==> config.mk <==
export PLATFORM = sky130hd
export DESIGN_NAME = irq_logic
export DESIGN_NICKNAME = d
export VERILOG_FILES = /design/src/rtl/irq_logic_pkg.sv /design/src/rtl/irq_logic.sv
export SDC_FILE = /design/constraint.sdc
export NUM_CORES = 1
export LEC_CHECK = 0
export ABC_CLOCK_PERIOD_IN_PS = 2029
export BUFFER_PORTS_ARGS = -buffer_cell sky130_fd_sc_hd__clkbuf_2
export CELL_PAD_IN_SITES_DETAIL_PLACEMENT = 1
export CELL_PAD_IN_SITES_GLOBAL_PLACEMENT = 2
export CORE_MARGIN = 3
export CORE_UTILIZATION = 25
export CTS_CLUSTER_DIAMETER = 80
export DETAILED_ROUTE_END_ITERATION = 8
export PLACE_DENSITY_LB_ADDON = 0.1
export SYNTH_ARGS = -nofsm -noshare
export SYNTH_HDL_FRONTEND = slang
export SYNTH_SLANG_ARGS = --single-unit
==> constraint.sdc <==
create_clock -name clk_in -period 2.03 [get_ports clk_in]
set_clock_uncertainty 0.2 [all_clocks]
set_input_delay 0.1015 -clock clk_in [delete_from_list [all_inputs] [get_ports clk_in]]
set_output_delay 0.1015 -clock clk_in [all_outputs]
set_load 0.02 [all_outputs]
==> src/rtl/irq_logic_pkg.sv <==
// Constants and carrier types for the converter interrupt logic
package irq_logic_pkg;

    // ****************************************
    // Register map
    // ****************************************
    localparam logic [7:0] ADDR_IRQ_CONFIG = 8'h32;
    localparam logic [7:0] ADDR_IRQ_SOURCE_MASKS = 8'h33;
    localparam logic [7:0] ADDR_IRQ_LATCHED_FLAGS = 8'h36;

    // Reset values
    localparam logic [7:0] IRQ_CONFIG_RST = 8'h00;
    localparam logic [7:0] IRQ_SOURCE_MASKS_RST = 8'hFF;
    localparam logic [1:0] IRQ_LATCHED_RST = 2'h0;

    // Writable bits of the configuration register (7, 6-5, 2)
    localparam logic [7:0] IRQ_CONFIG_WR_MASK = 8'hE4;

    // Field positions: source bits in the mask and latch registers
    localparam int SRC_CLK_ERR_BIT = 7;
    localparam int SRC_PLL_LOCK_BIT = 6;
    localparam int SRC_LOW_BIT = 6;
    localparam int NUM_SOURCES = 2;

    // ****************************************
    // Timing
    // ****************************************
    localparam int CLK_PERIOD_NS = 100;
    localparam int IRQ_PULSE_US = 2000;
    localparam int IRQ_PERIOD_US = 4000;
    localparam int IRQ_PULSE_CYC = IRQ_PULSE_US * 1000 / CLK_PERIOD_NS;
    localparam int IRQ_PERIOD_CYC = IRQ_PERIOD_US * 1000 / CLK_PERIOD_NS;

    // ****************************************
    // Types
    // ****************************************
    typedef enum logic [1:0] {
        STYLE_LEVEL = 2'b00,
        STYLE_RESERVED = 2'b01,
        STYLE_PERIODIC = 2'b10,
        STYLE_ONESHOT = 2'b11
    } irq_style_t;

    // Configuration register layout, bit 7 first
    typedef struct packed {
        logic irq_polarity;
        irq_style_t style;
        logic [1:0] rsv_hi;
        logic readback_filter_select;
        logic [1:0] rsv_lo;
    } irq_cfg_t;

    // Register access request, one-cycle strobes
    typedef struct packed {
        logic wr;
        logic rd;
        logic [7:0] addr;
        logic [7:0] wdata;
    } reg_req_t;

    // Event pulses, one cycle each
    typedef struct packed {
        logic serial_audio_port_clk_err;
        logic pll_lock;
    } irq_evt_t;

endpackage

==> src/rtl/irq_logic.sv <==
// Interrupt latch, mask and pin driver of the audio converter
`timescale 1ns/1ns
`default_nettype none

// What this block does
// - Pin is active low when polarity bit is 0, active high when 1.
// - Style 0 holds the pin active while any unmasked latch is pending.
// - Style 2 pulses the pin 2 ms in each 4 ms while pending.
// - Style 3 gives a 2 ms pulse after an unmasked event; a new one mid-pulse restarts it.
// - Filter bit 0 shows all latched events, 1 shows only unmasked ones.
// - Mask bit 7 gates the serial audio port clock error event.
// - Mask bit 6 gates the phase-locked loop lock event.
// - Mask register resets to all ones; low six bits stay writable.
// - Latch bit 7 reports a clock error and clears when read while visible in the readback.
// - Latch bit 6 reports a lock event; low six bits read zero.
// - Configuration register resets to zero.
module irq_logic
    import irq_logic_pkg::*;
#(
    parameter int PULSE_CYC = IRQ_PULSE_CYC,
    parameter int PERIOD_CYC = IRQ_PERIOD_CYC
) (
    input wire logic clk_in,
    input wire logic rst_in,
    input wire logic ce_in,
    input wire reg_req_t req_in,
    input wire irq_evt_t evt_in,
    output logic [7:0] rdata_out,
    output logic irq_pin_out
);

    // ****************************************
    // Local widths and counts
    // ****************************************
    localparam int CNT_W = $clog2(PERIOD_CYC + 1);
    localparam logic [CNT_W-1:0] PULSE_N = CNT_W'(PULSE_CYC);
    localparam logic [CNT_W-1:0] PULSE_LAST = CNT_W'(PULSE_CYC - 1);
    localparam logic [CNT_W-1:0] PERIOD_LAST = CNT_W'(PERIOD_CYC - 1);
    localparam logic [CNT_W-1:0] CNT_ONE = CNT_W'(1);

    // ****************************************
    // Registers and next values
    // ****************************************
    irq_cfg_t cfg_r;
    irq_cfg_t cfg_nxt;
    logic [7:0] mask_r;
    logic [7:0] mask_nxt;
    logic [NUM_SOURCES-1:0] latch_r;
    logic [NUM_SOURCES-1:0] latch_nxt;
    logic [CNT_W-1:0] cnt_r;
    logic [CNT_W-1:0] cnt_nxt;
    logic shot_r;
    logic shot_nxt;
    logic [7:0] rdata_r;
    logic [7:0] rdata_nxt;
    logic pin_r;
    logic pin_nxt;

    // ****************************************
    // Decode
    // ****************************************
    wire logic [NUM_SOURCES-1:0] evt_w = evt_in;
    wire logic [NUM_SOURCES-1:0] mask_src =
        mask_r[SRC_CLK_ERR_BIT:SRC_LOW_BIT];
    wire logic wr_cfg = req_in.wr && (req_in.addr == ADDR_IRQ_CONFIG);
    wire logic wr_mask = req_in.wr && (req_in.addr == ADDR_IRQ_SOURCE_MASKS);
    wire logic rd_cfg = req_in.addr == ADDR_IRQ_CONFIG;
    wire logic rd_mask = req_in.addr == ADDR_IRQ_SOURCE_MASKS;
    wire logic rd_latch = req_in.addr == ADDR_IRQ_LATCHED_FLAGS;
    wire logic rd_latch_stb = req_in.rd && rd_latch;

    // Readback view of the latches, filtered by the mask if asked
    wire logic [NUM_SOURCES-1:0] latch_vis =
        cfg_r.readback_filter_select ? (latch_r & ~mask_src) : latch_r;

    // Pending and fresh unmasked events
    wire logic pending = |(latch_r & ~mask_src);
    wire logic new_evt = |(evt_w & ~mask_src);

    // ****************************************
    // Register writes
    // ****************************************
    // Reserved config bits are forced low so they always read zero
    assign cfg_nxt = wr_cfg
        ? irq_cfg_t'(req_in.wdata & IRQ_CONFIG_WR_MASK) : cfg_r;
    // All eight mask bits are writable, reserved ones included
    assign mask_nxt = wr_mask ? req_in.wdata : mask_r;

    // ****************************************
    // Event latches
    // ****************************************
    // Set wins over the read-clear, so an event during the read survives
    genvar gi;
    generate
        for (gi = 0; gi < NUM_SOURCES; gi++) begin : g_latch
            assign latch_nxt[gi] = evt_w[gi] ||
                (latch_r[gi] && !(rd_latch_stb && latch_vis[gi]));
        end
    endgenerate

    // ****************************************
    // Read data
    // ****************************************
    // Unmapped addresses read zero; reserved latch bits read zero
    assign rdata_nxt = !req_in.rd ? rdata_r
        : rd_cfg ? 8'(cfg_r)
        : rd_mask ? mask_r
        : rd_latch ? {latch_vis, 6'h00}
        : 8'h00;

    // ****************************************
    // Pulse timer
    // ****************************************
    // One counter serves both timed styles; it idles at zero otherwise
    always_comb begin
        cnt_nxt = '0;
        shot_nxt = 1'b0;
        case (cfg_r.style)
            STYLE_PERIODIC: begin
                if (pending && cnt_r != PERIOD_LAST) begin
                    cnt_nxt = cnt_r + CNT_ONE;
                end
            end
            STYLE_ONESHOT: begin
                // A new event restarts the pulse rather than stacking
                if (new_evt) begin
                    shot_nxt = 1'b1;
                end else if (shot_r && cnt_r != PULSE_LAST) begin
                    shot_nxt = 1'b1;
                    cnt_nxt = cnt_r + CNT_ONE;
                end
            end
            default: begin
                cnt_nxt = '0;
            end
        endcase
    end

    // ****************************************
    // Pin driver
    // ****************************************
    // Active level per style; the reserved style never asserts
    logic active_w;
    always_comb begin
        case (cfg_r.style)
            STYLE_LEVEL: active_w = pending;
            STYLE_PERIODIC: active_w = pending && (cnt_r < PULSE_N);
            STYLE_ONESHOT: active_w = shot_r;
            default: active_w = 1'b0;
        endcase
    end
    // Registered pin keeps glitches off the board trace
    assign pin_nxt = cfg_r.irq_polarity ? active_w : !active_w;

    // ****************************************
    // State update
    // ****************************************
    // All state freezes while the clock enable is low
    always_ff @(posedge clk_in) begin
        if (rst_in) begin
            cfg_r <= irq_cfg_t'(IRQ_CONFIG_RST);
            mask_r <= IRQ_SOURCE_MASKS_RST;
            latch_r <= IRQ_LATCHED_RST;
            cnt_r <= '0;
            shot_r <= 1'b0;
            rdata_r <= 8'h00;
            pin_r <= 1'b1;
        end else if (ce_in) begin
            cfg_r <= cfg_nxt;
            mask_r <= mask_nxt;
            latch_r <= latch_nxt;
            cnt_r <= cnt_nxt;
            shot_r <= shot_nxt;
            rdata_r <= rdata_nxt;
            pin_r <= pin_nxt;
        end
    end

    assign rdata_out = rdata_r;
    assign irq_pin_out = pin_r;
endmodule

`default_nettype wire

Yosys cells after proc, flatten, opt, wreduce, memory -nomap -nowiden
Cells that the tools add are included.
{"block": "word_totals", "regBits": 40, "in_bits": 23, "wordCells": 55}
{"block": "op_classes", "addsub": 1, "order_cmp": 1, "eq_ne": 7, "muxes": 13, "bitwise": 3, "reduce_logical": 21}
{"cell": "$mux W16", "count": 3}
{"cell": "$pmux W16 S2", "count": 1}
{"cell": "$eq A8 B6 Y1 const B", "count": 3}
{"cell": "$mux W8", "count": 3}
{"cell": "$add A16 B1 Y16 const B", "count": 1}
{"cell": "$lt A16 B15 Y1 const B", "count": 1}
{"cell": "$ne A16 B15 Y1 const B", "count": 1}
{"cell": "$ne A16 B16 Y1 const B", "count": 1}
{"cell": "$logic_and A1 B1 Y1", "count": 10}
{"cell": "$reduce_and A2 Y1", "count": 3}
{"cell": "$and A2 B2 Y2", "count": 2}
{"cell": "$eq A2 B2 Y1 const B", "count": 2}
{"cell": "$mux W1", "count": 4}
{"cell": "$reduce_or A2 Y1", "count": 2}
{"cell": "$logic_not A1 Y1", "count": 3}
{"cell": "$pmux W1 S3", "count": 1}
{"cell": "$logic_not A2 Y1", "count": 1}
{"cell": "$logic_or A1 B1 Y1", "count": 2}
{"cell": "$mux W2", "count": 1}
{"cell": "$not A2 Y2", "count": 1}

Longest topological paths before layout
{"block": "logic_depth", "word_depth": 7, "mapped_depth": 7, "ltp_nobuf": 6}

Worst setup path before layout
No wires, ideal clock.
{"block": "synth_path", "path_type": "reg-to-reg", "start": "register cnt_r[6]", "end": "register cnt_r[5]", "arrival_ps": 1670, "t_required_ps": 1715, "slack_ps": 45, "path_stages_with_launch": 7, "n_path_buf": 1, "synth_period_minus_slack_ps": 1985, "path_cell_list": "dfxtp_1 > or4_4 > nor4_2 > o22a_1 > a21o_1 > buf_4 > nor2_1"}
{"block": "synth_between", "elab_chain_len": 5, "word_cells_on_any_way": 8, "cone_classes": "eq/ne: 2; mux: 4; reduce/logical: 2"}
{"item": "start: declaration", "line": "irq_logic.sv:50", "rtl": "logic [CNT_W-1:0] cnt_r;"}
{"item": "start signal: assignment", "line": "irq_logic.sv:172", "rtl": "cnt_r <= cnt_nxt;"}
{"item": "$ne A16 B15 Y1", "line": "irq_logic.sv:128", "rtl": "end else if (shot_r && cnt_r != PULSE_LAST) begin"}
{"item": "$logic_and A1 B1 Y1", "line": "irq_logic.sv:128"}
{"item": "$mux W16", "line": "irq_logic.sv:128"}
{"item": "$mux W16", "line": "irq_logic.sv:126", "rtl": "if (new_evt) begin"}
{"item": "$pmux W16 S2 *", "line": "irq_logic.sv:118", "rtl": "case (cfg_r.style)"}
Every way passes the cells marked *; elsewhere a longest branch is shown, timed or not.
A chain may end at the register's enable or synchronous reset.

Worst setup path in the final report
{"block": "layout_path", "start": "register cnt_r[15]", "end": "register cnt_r[2]"}
Same word-level chain as after synthesis.

==> summary.log <==
INFO  yosys          yosys.area.top_type=sky130_fd_sc_hd__dfxtp_1
INFO  power_and_ir_drop overall_power_after_layout=1.45mW
INFO  global_routing antenna_found_initial=0
INFO  sta            final_hold_viol_count=0
INFO  critical_path  setup.reg_to_reg.worst_slack=10ps
INFO  sta            rsz0062_at_grt=yes
INFO  sta            finalWorstPathRequiredPeriod=2020ps
INFO  yosys          post_synth_design_cell_area=1960um^2
INFO  route          vias=1823
INFO  yosys          yosys-mux-area-fraction=0.0421
INFO  critical_path  worst_r2r_endpoint=cnt_r[2]
INFO  sta            relSlewSlack=0.745
INFO  yosys          synth-edff-count=0
INFO  outcome        outcome=completed
INFO  power_and_ir_drop power.density_cell_area=530nW/um^2
INFO  placed_design  pre_cts_ws=-105ps
INFO  route          dr.pass1.iters=4
INFO  route          dr_wl_met3=158um
INFO  cells_and_area final-seq-area=806um^2
INFO  yosys          asyncSetResetFlopFracSynth=0
INFO  yosys          post_synth_inst_count=222
INFO  yosys          ys_dominant_reg_cell=sky130_fd_sc_hd__dfxtp_1
INFO  sta            slew_viol_final=0
INFO  yosys          synth_top_area_share=0.408
INFO  critical_path  crit_fanout=5
INFO  critical_path  critPathLaunchType=register
INFO  floorplan      core_region_area=7450um^2
INFO  route          top_signal_layer_used=met4
INFO  floorplan      area_of_the_die=8940um^2
INFO  critical_path  reg2reg_from=cnt_r[15]
INFO  cells_and_area flow.area_growth_from_synthesis=39.3%
INFO  cells_and_area multiInputGateArea=1140um^2
INFO  yosys          synthSimpleGateAreaFrac=0.292
INFO  cells_and_area layout.cells.non_filler=394
INFO  route          vias_per_cell=4.63
INFO  floorplan      ios=32
INFO  floorplan      floorplan.die.height=94.6um
INFO  job            drv.max_cap_violation_count=0
INFO  clock_tree     clk_root_buffer_cell=sky130_fd_sc_hd__clkbuf_8
INFO  yosys          yosys_warnings=0
INFO  critical_path  cp_data_arrival_time=2020ps
INFO  floorplan      row_count=31
INFO  yosys          syn_avg_cell_area=8.83um^2
INFO  clock_tree     cts.sinks=40
INFO  clock_tree     post-cts-setup-buffers=0
INFO  cells_and_area fill_cells=887
INFO  sta            timing.fmax=496MHz
INFO  cells_and_area drive_gt1_frac=0.315
INFO  worst_hold_path worst_hold_path.endpoint=rdata_out[7]
INFO  critical_path  r2r_cells=6
INFO  global_routing globalRouteOverflowTotal=0
INFO  placed_design  io_buffer_count=31
INFO  yosys          postSynthNetCount=246
INFO  critical_path  criticalPathCategory=register to register
INFO  cells_and_area nets=318
INFO  route          met1Wirelength=2960um
INFO  yosys          synth.cells.most_frequent=sky130_fd_sc_hd__dfxtp_1, sky130_fd_sc_hd__nor2_1, sky130_fd_sc_hd__nor2b_1, sky130_fd_sc_hd__nand2_1, sky130_fd_sc_hd__a21oi_1
INFO  route          postRouteWirelength=5440um
INFO  sta            setup_viol=0
INFO  cells_and_area fin_area=2730um^2
INFO  clock_tree     cts.path.max_buffers=2
INFO  global_routing grt.total_usage=0.133
INFO  route          final_antenna_net_count=0
INFO  yosys          register_area_share_after_synthesis=0.408
INFO  placed_design  globalplace.congestion=0.757
INFO  clock_tree     tritoncts_buffer_count=5
INFO  route          drtIter0Drc=36
INFO  yosys          synth_top_family_by_area=simple AND/OR/NAND/NOR gates
INFO  yosys          yosys.area_share.xor_xnor=0.0447
INFO  clock_tree     cts-htree-levels=2
INFO  sta            setup_ws=12.9ps
INFO  placed_design  postPlaceCellArea=2480um^2
INFO  yosys          synth_cell_type_count=49
INFO  power_and_ir_drop power.leakage=1.06nW
INFO  worst_hold_path hold_path.startpoint=req_in[10]
INFO  power_and_ir_drop vdd_drop_max=0.213mV
INFO  global_routing maximum_number_of_pins_on_one_net_before_global_route_repair=34
INFO  route          wl_per_cell=13.8um
INFO  route          routed_met2_length=2270um
INFO  yosys          post-synth-top-count-cell=sky130_fd_sc_hd__dfxtp_1
INFO  yosys          synthTopCellsByArea=sky130_fd_sc_hd__dfxtp_1, sky130_fd_sc_hd__nor2_1, sky130_fd_sc_hd__nor2b_1
INFO  clock_tree     post_cts_clock_slew_at_the_launch_and_capture_registers_of_the_worst_setup_and_hold_paths=90ps
INFO  floorplan      chipWidth=94.6um
INFO  sta            min_period_over_period=0.994
INFO  yosys          synth_seq_cells=40
INFO  clock_tree     clock_latency=290ps
INFO  critical_path  timing.critical_path.required=2030ps
INFO  global_routing number_of_global_route_vias_before_repair=1896
INFO  critical_path  end_kind=register
INFO  placed_design  placed_cells_incl_taps=376
INFO  global_routing grt_first_pass_wirelength=9360um
INFO  worst_hold_path hold_path.class=input port to register
INFO  floorplan      start_util=0.263
INFO  sta            tightestPinTransition=383ps
INFO  yosys          post_synth_fa_ha_maj_area_fraction=0.00638
INFO  clock_tree     tritoncts=done
INFO  cells_and_area insertedDiodeCount=0
INFO  yosys          synth_compound_gate_area_share=0.168
INFO  route          residual_drc=0
INFO  worst_hold_path cell_count_of_the_worst_hold_path=4
INFO  placed_design  dp_wirelength=4090um
INFO  critical_path  critical_path.startpoint=cnt_r[15]
## how the worst max path moves through the flow
stage | end | cells past startpoint
detailed placement | cnt_r[0] | 4
floorplan | cnt_r[5] | 6
CTS | cnt_r[13] | 7
finish | cnt_r[2] | 6
global placement | cnt_r[0] | 4
global route | cnt_r[2] | 8
## flip-flops by register name, indices dropped and copies added (netlist names)
register and cells:
shot_r 1, rdata_out 8, mask_r 8, irq_pin_out 1, latch_r 2, cfg_r 4, cnt_r 16
## repair_timing
action,4_1_cts,5_1_grt
setup endpoints to repair,17,16
pin swaps,5,6
gates resized for setup,10,5
hold endpoints to repair,14,0
hold buffers,10,0
## stage by stage
stage	hold WS [ps]	TNS, ps	util
6_report	29.1	0	0.367
4_1_cts	16.7	0	0.364
2_1_floorplan	19.4	0	-
3_5_place_dp	117	-241	0.333
5_1_grt	63.0	-1290	0.367
3_3_place_gp	110	-144	0.333
## cells by family after synthesis
group / after synthesis
simple gates: 101
compound gates: 45
flops: 40
buf+inv: 17
xor+xnor: 10
mux: 8
fa+ha+maj: 1
## layer usage
metal | global-route usage | vias up
met1 | 0.194 | 850
met2 | 0.202 | 25
met3 | 0.0239 | 4
met5 | 0 | -
li1 | - | 944
met4 | 0.0325 | 0
## layout make-up
cell class | count | share of cell area
clock buffers | 5 | 0.0252
clock inverters | 3 | 0.00870
inverters | 5 | 0.00687
multi-input cells | 165 | 0.416
flip-flops and latches | 40 | 0.295
well taps | 99 | 0.0454
repair buffers | 77 | 0.203
## power by group
| part | internal (mW) | leakage (nW) | total [mW] | switching [mW] |
|---|---|---|---|---|
| registers | 0.787 | 0.325 | 0.789 | 0.00228 |
| logic | 0.0499 | 0.697 | 0.102 | 0.0521 |
| clock network | 0.244 | 0.0404 | 0.557 | 0.313 |
| total | 1.08 | 1.06 | 1.45 | 0.367 |
## critical path: stages, from the launching register on
cell,delay [ps]
sky130_fd_sc_hd__dfxtp_1,340
sky130_fd_sc_hd__or3_1,460
sky130_fd_sc_hd__nor4_4,350
sky130_fd_sc_hd__o22a_1,220
sky130_fd_sc_hd__buf_6,130
sky130_fd_sc_hd__o31ai_2,50
sky130_fd_sc_hd__a21o_1,180
## placed cells by master, fill, tap and decap left out, types with 2 or more instances in the layout
| cell type | count |
|---|---|
| sky130_fd_sc_hd__nand2_1 | 11 |
| sky130_fd_sc_hd__nand2b_1 | 8 |
| sky130_fd_sc_hd__clkinvlp_4 | 2 |
| sky130_fd_sc_hd__and2_1 | 2 |
| sky130_fd_sc_hd__buf_4 | 33 |
| sky130_fd_sc_hd__or3_1 | 5 |
| sky130_fd_sc_hd__a21o_1 | 2 |
| sky130_fd_sc_hd__a211o_1 | 8 |
| sky130_fd_sc_hd__nor3b_1 | 2 |
| sky130_fd_sc_hd__inv_1 | 5 |
| sky130_fd_sc_hd__clkbuf_2 | 31 |
| sky130_fd_sc_hd__buf_12 | 2 |
| sky130_fd_sc_hd__dfxtp_1 | 36 |
| sky130_fd_sc_hd__nor4_1 | 2 |
| sky130_fd_sc_hd__nor2_1 | 23 |
| sky130_fd_sc_hd__o211ai_1 | 2 |
| sky130_fd_sc_hd__and3_1 | 4 |
| sky130_fd_sc_hd__o31ai_1 | 2 |
| sky130_fd_sc_hd__o21ai_0 | 2 |
| sky130_fd_sc_hd__dfxtp_2 | 4 |
| sky130_fd_sc_hd__a31oi_1 | 3 |
| sky130_fd_sc_hd__nor2b_1 | 12 |
| sky130_fd_sc_hd__a221oi_1 | 2 |
| sky130_fd_sc_hd__or3b_1 | 3 |
| sky130_fd_sc_hd__a21oi_1 | 10 |
| sky130_fd_sc_hd__nor3_1 | 5 |
| sky130_fd_sc_hd__nand3_1 | 7 |
| sky130_fd_sc_hd__o21ai_1 | 2 |
| sky130_fd_sc_hd__a22oi_1 | 4 |
| sky130_fd_sc_hd__xnor2_1 | 5 |
| sky130_fd_sc_hd__dlygate4sd3_1 | 10 |
| sky130_fd_sc_hd__xor2_1 | 5 |
| sky130_fd_sc_hd__mux2i_1 | 6 |
| sky130_fd_sc_hd__clkbuf_8 | 5 |
| sky130_fd_sc_hd__nand4_1 | 7 |
No activity file was read; power rests on OpenSTA's default activity.
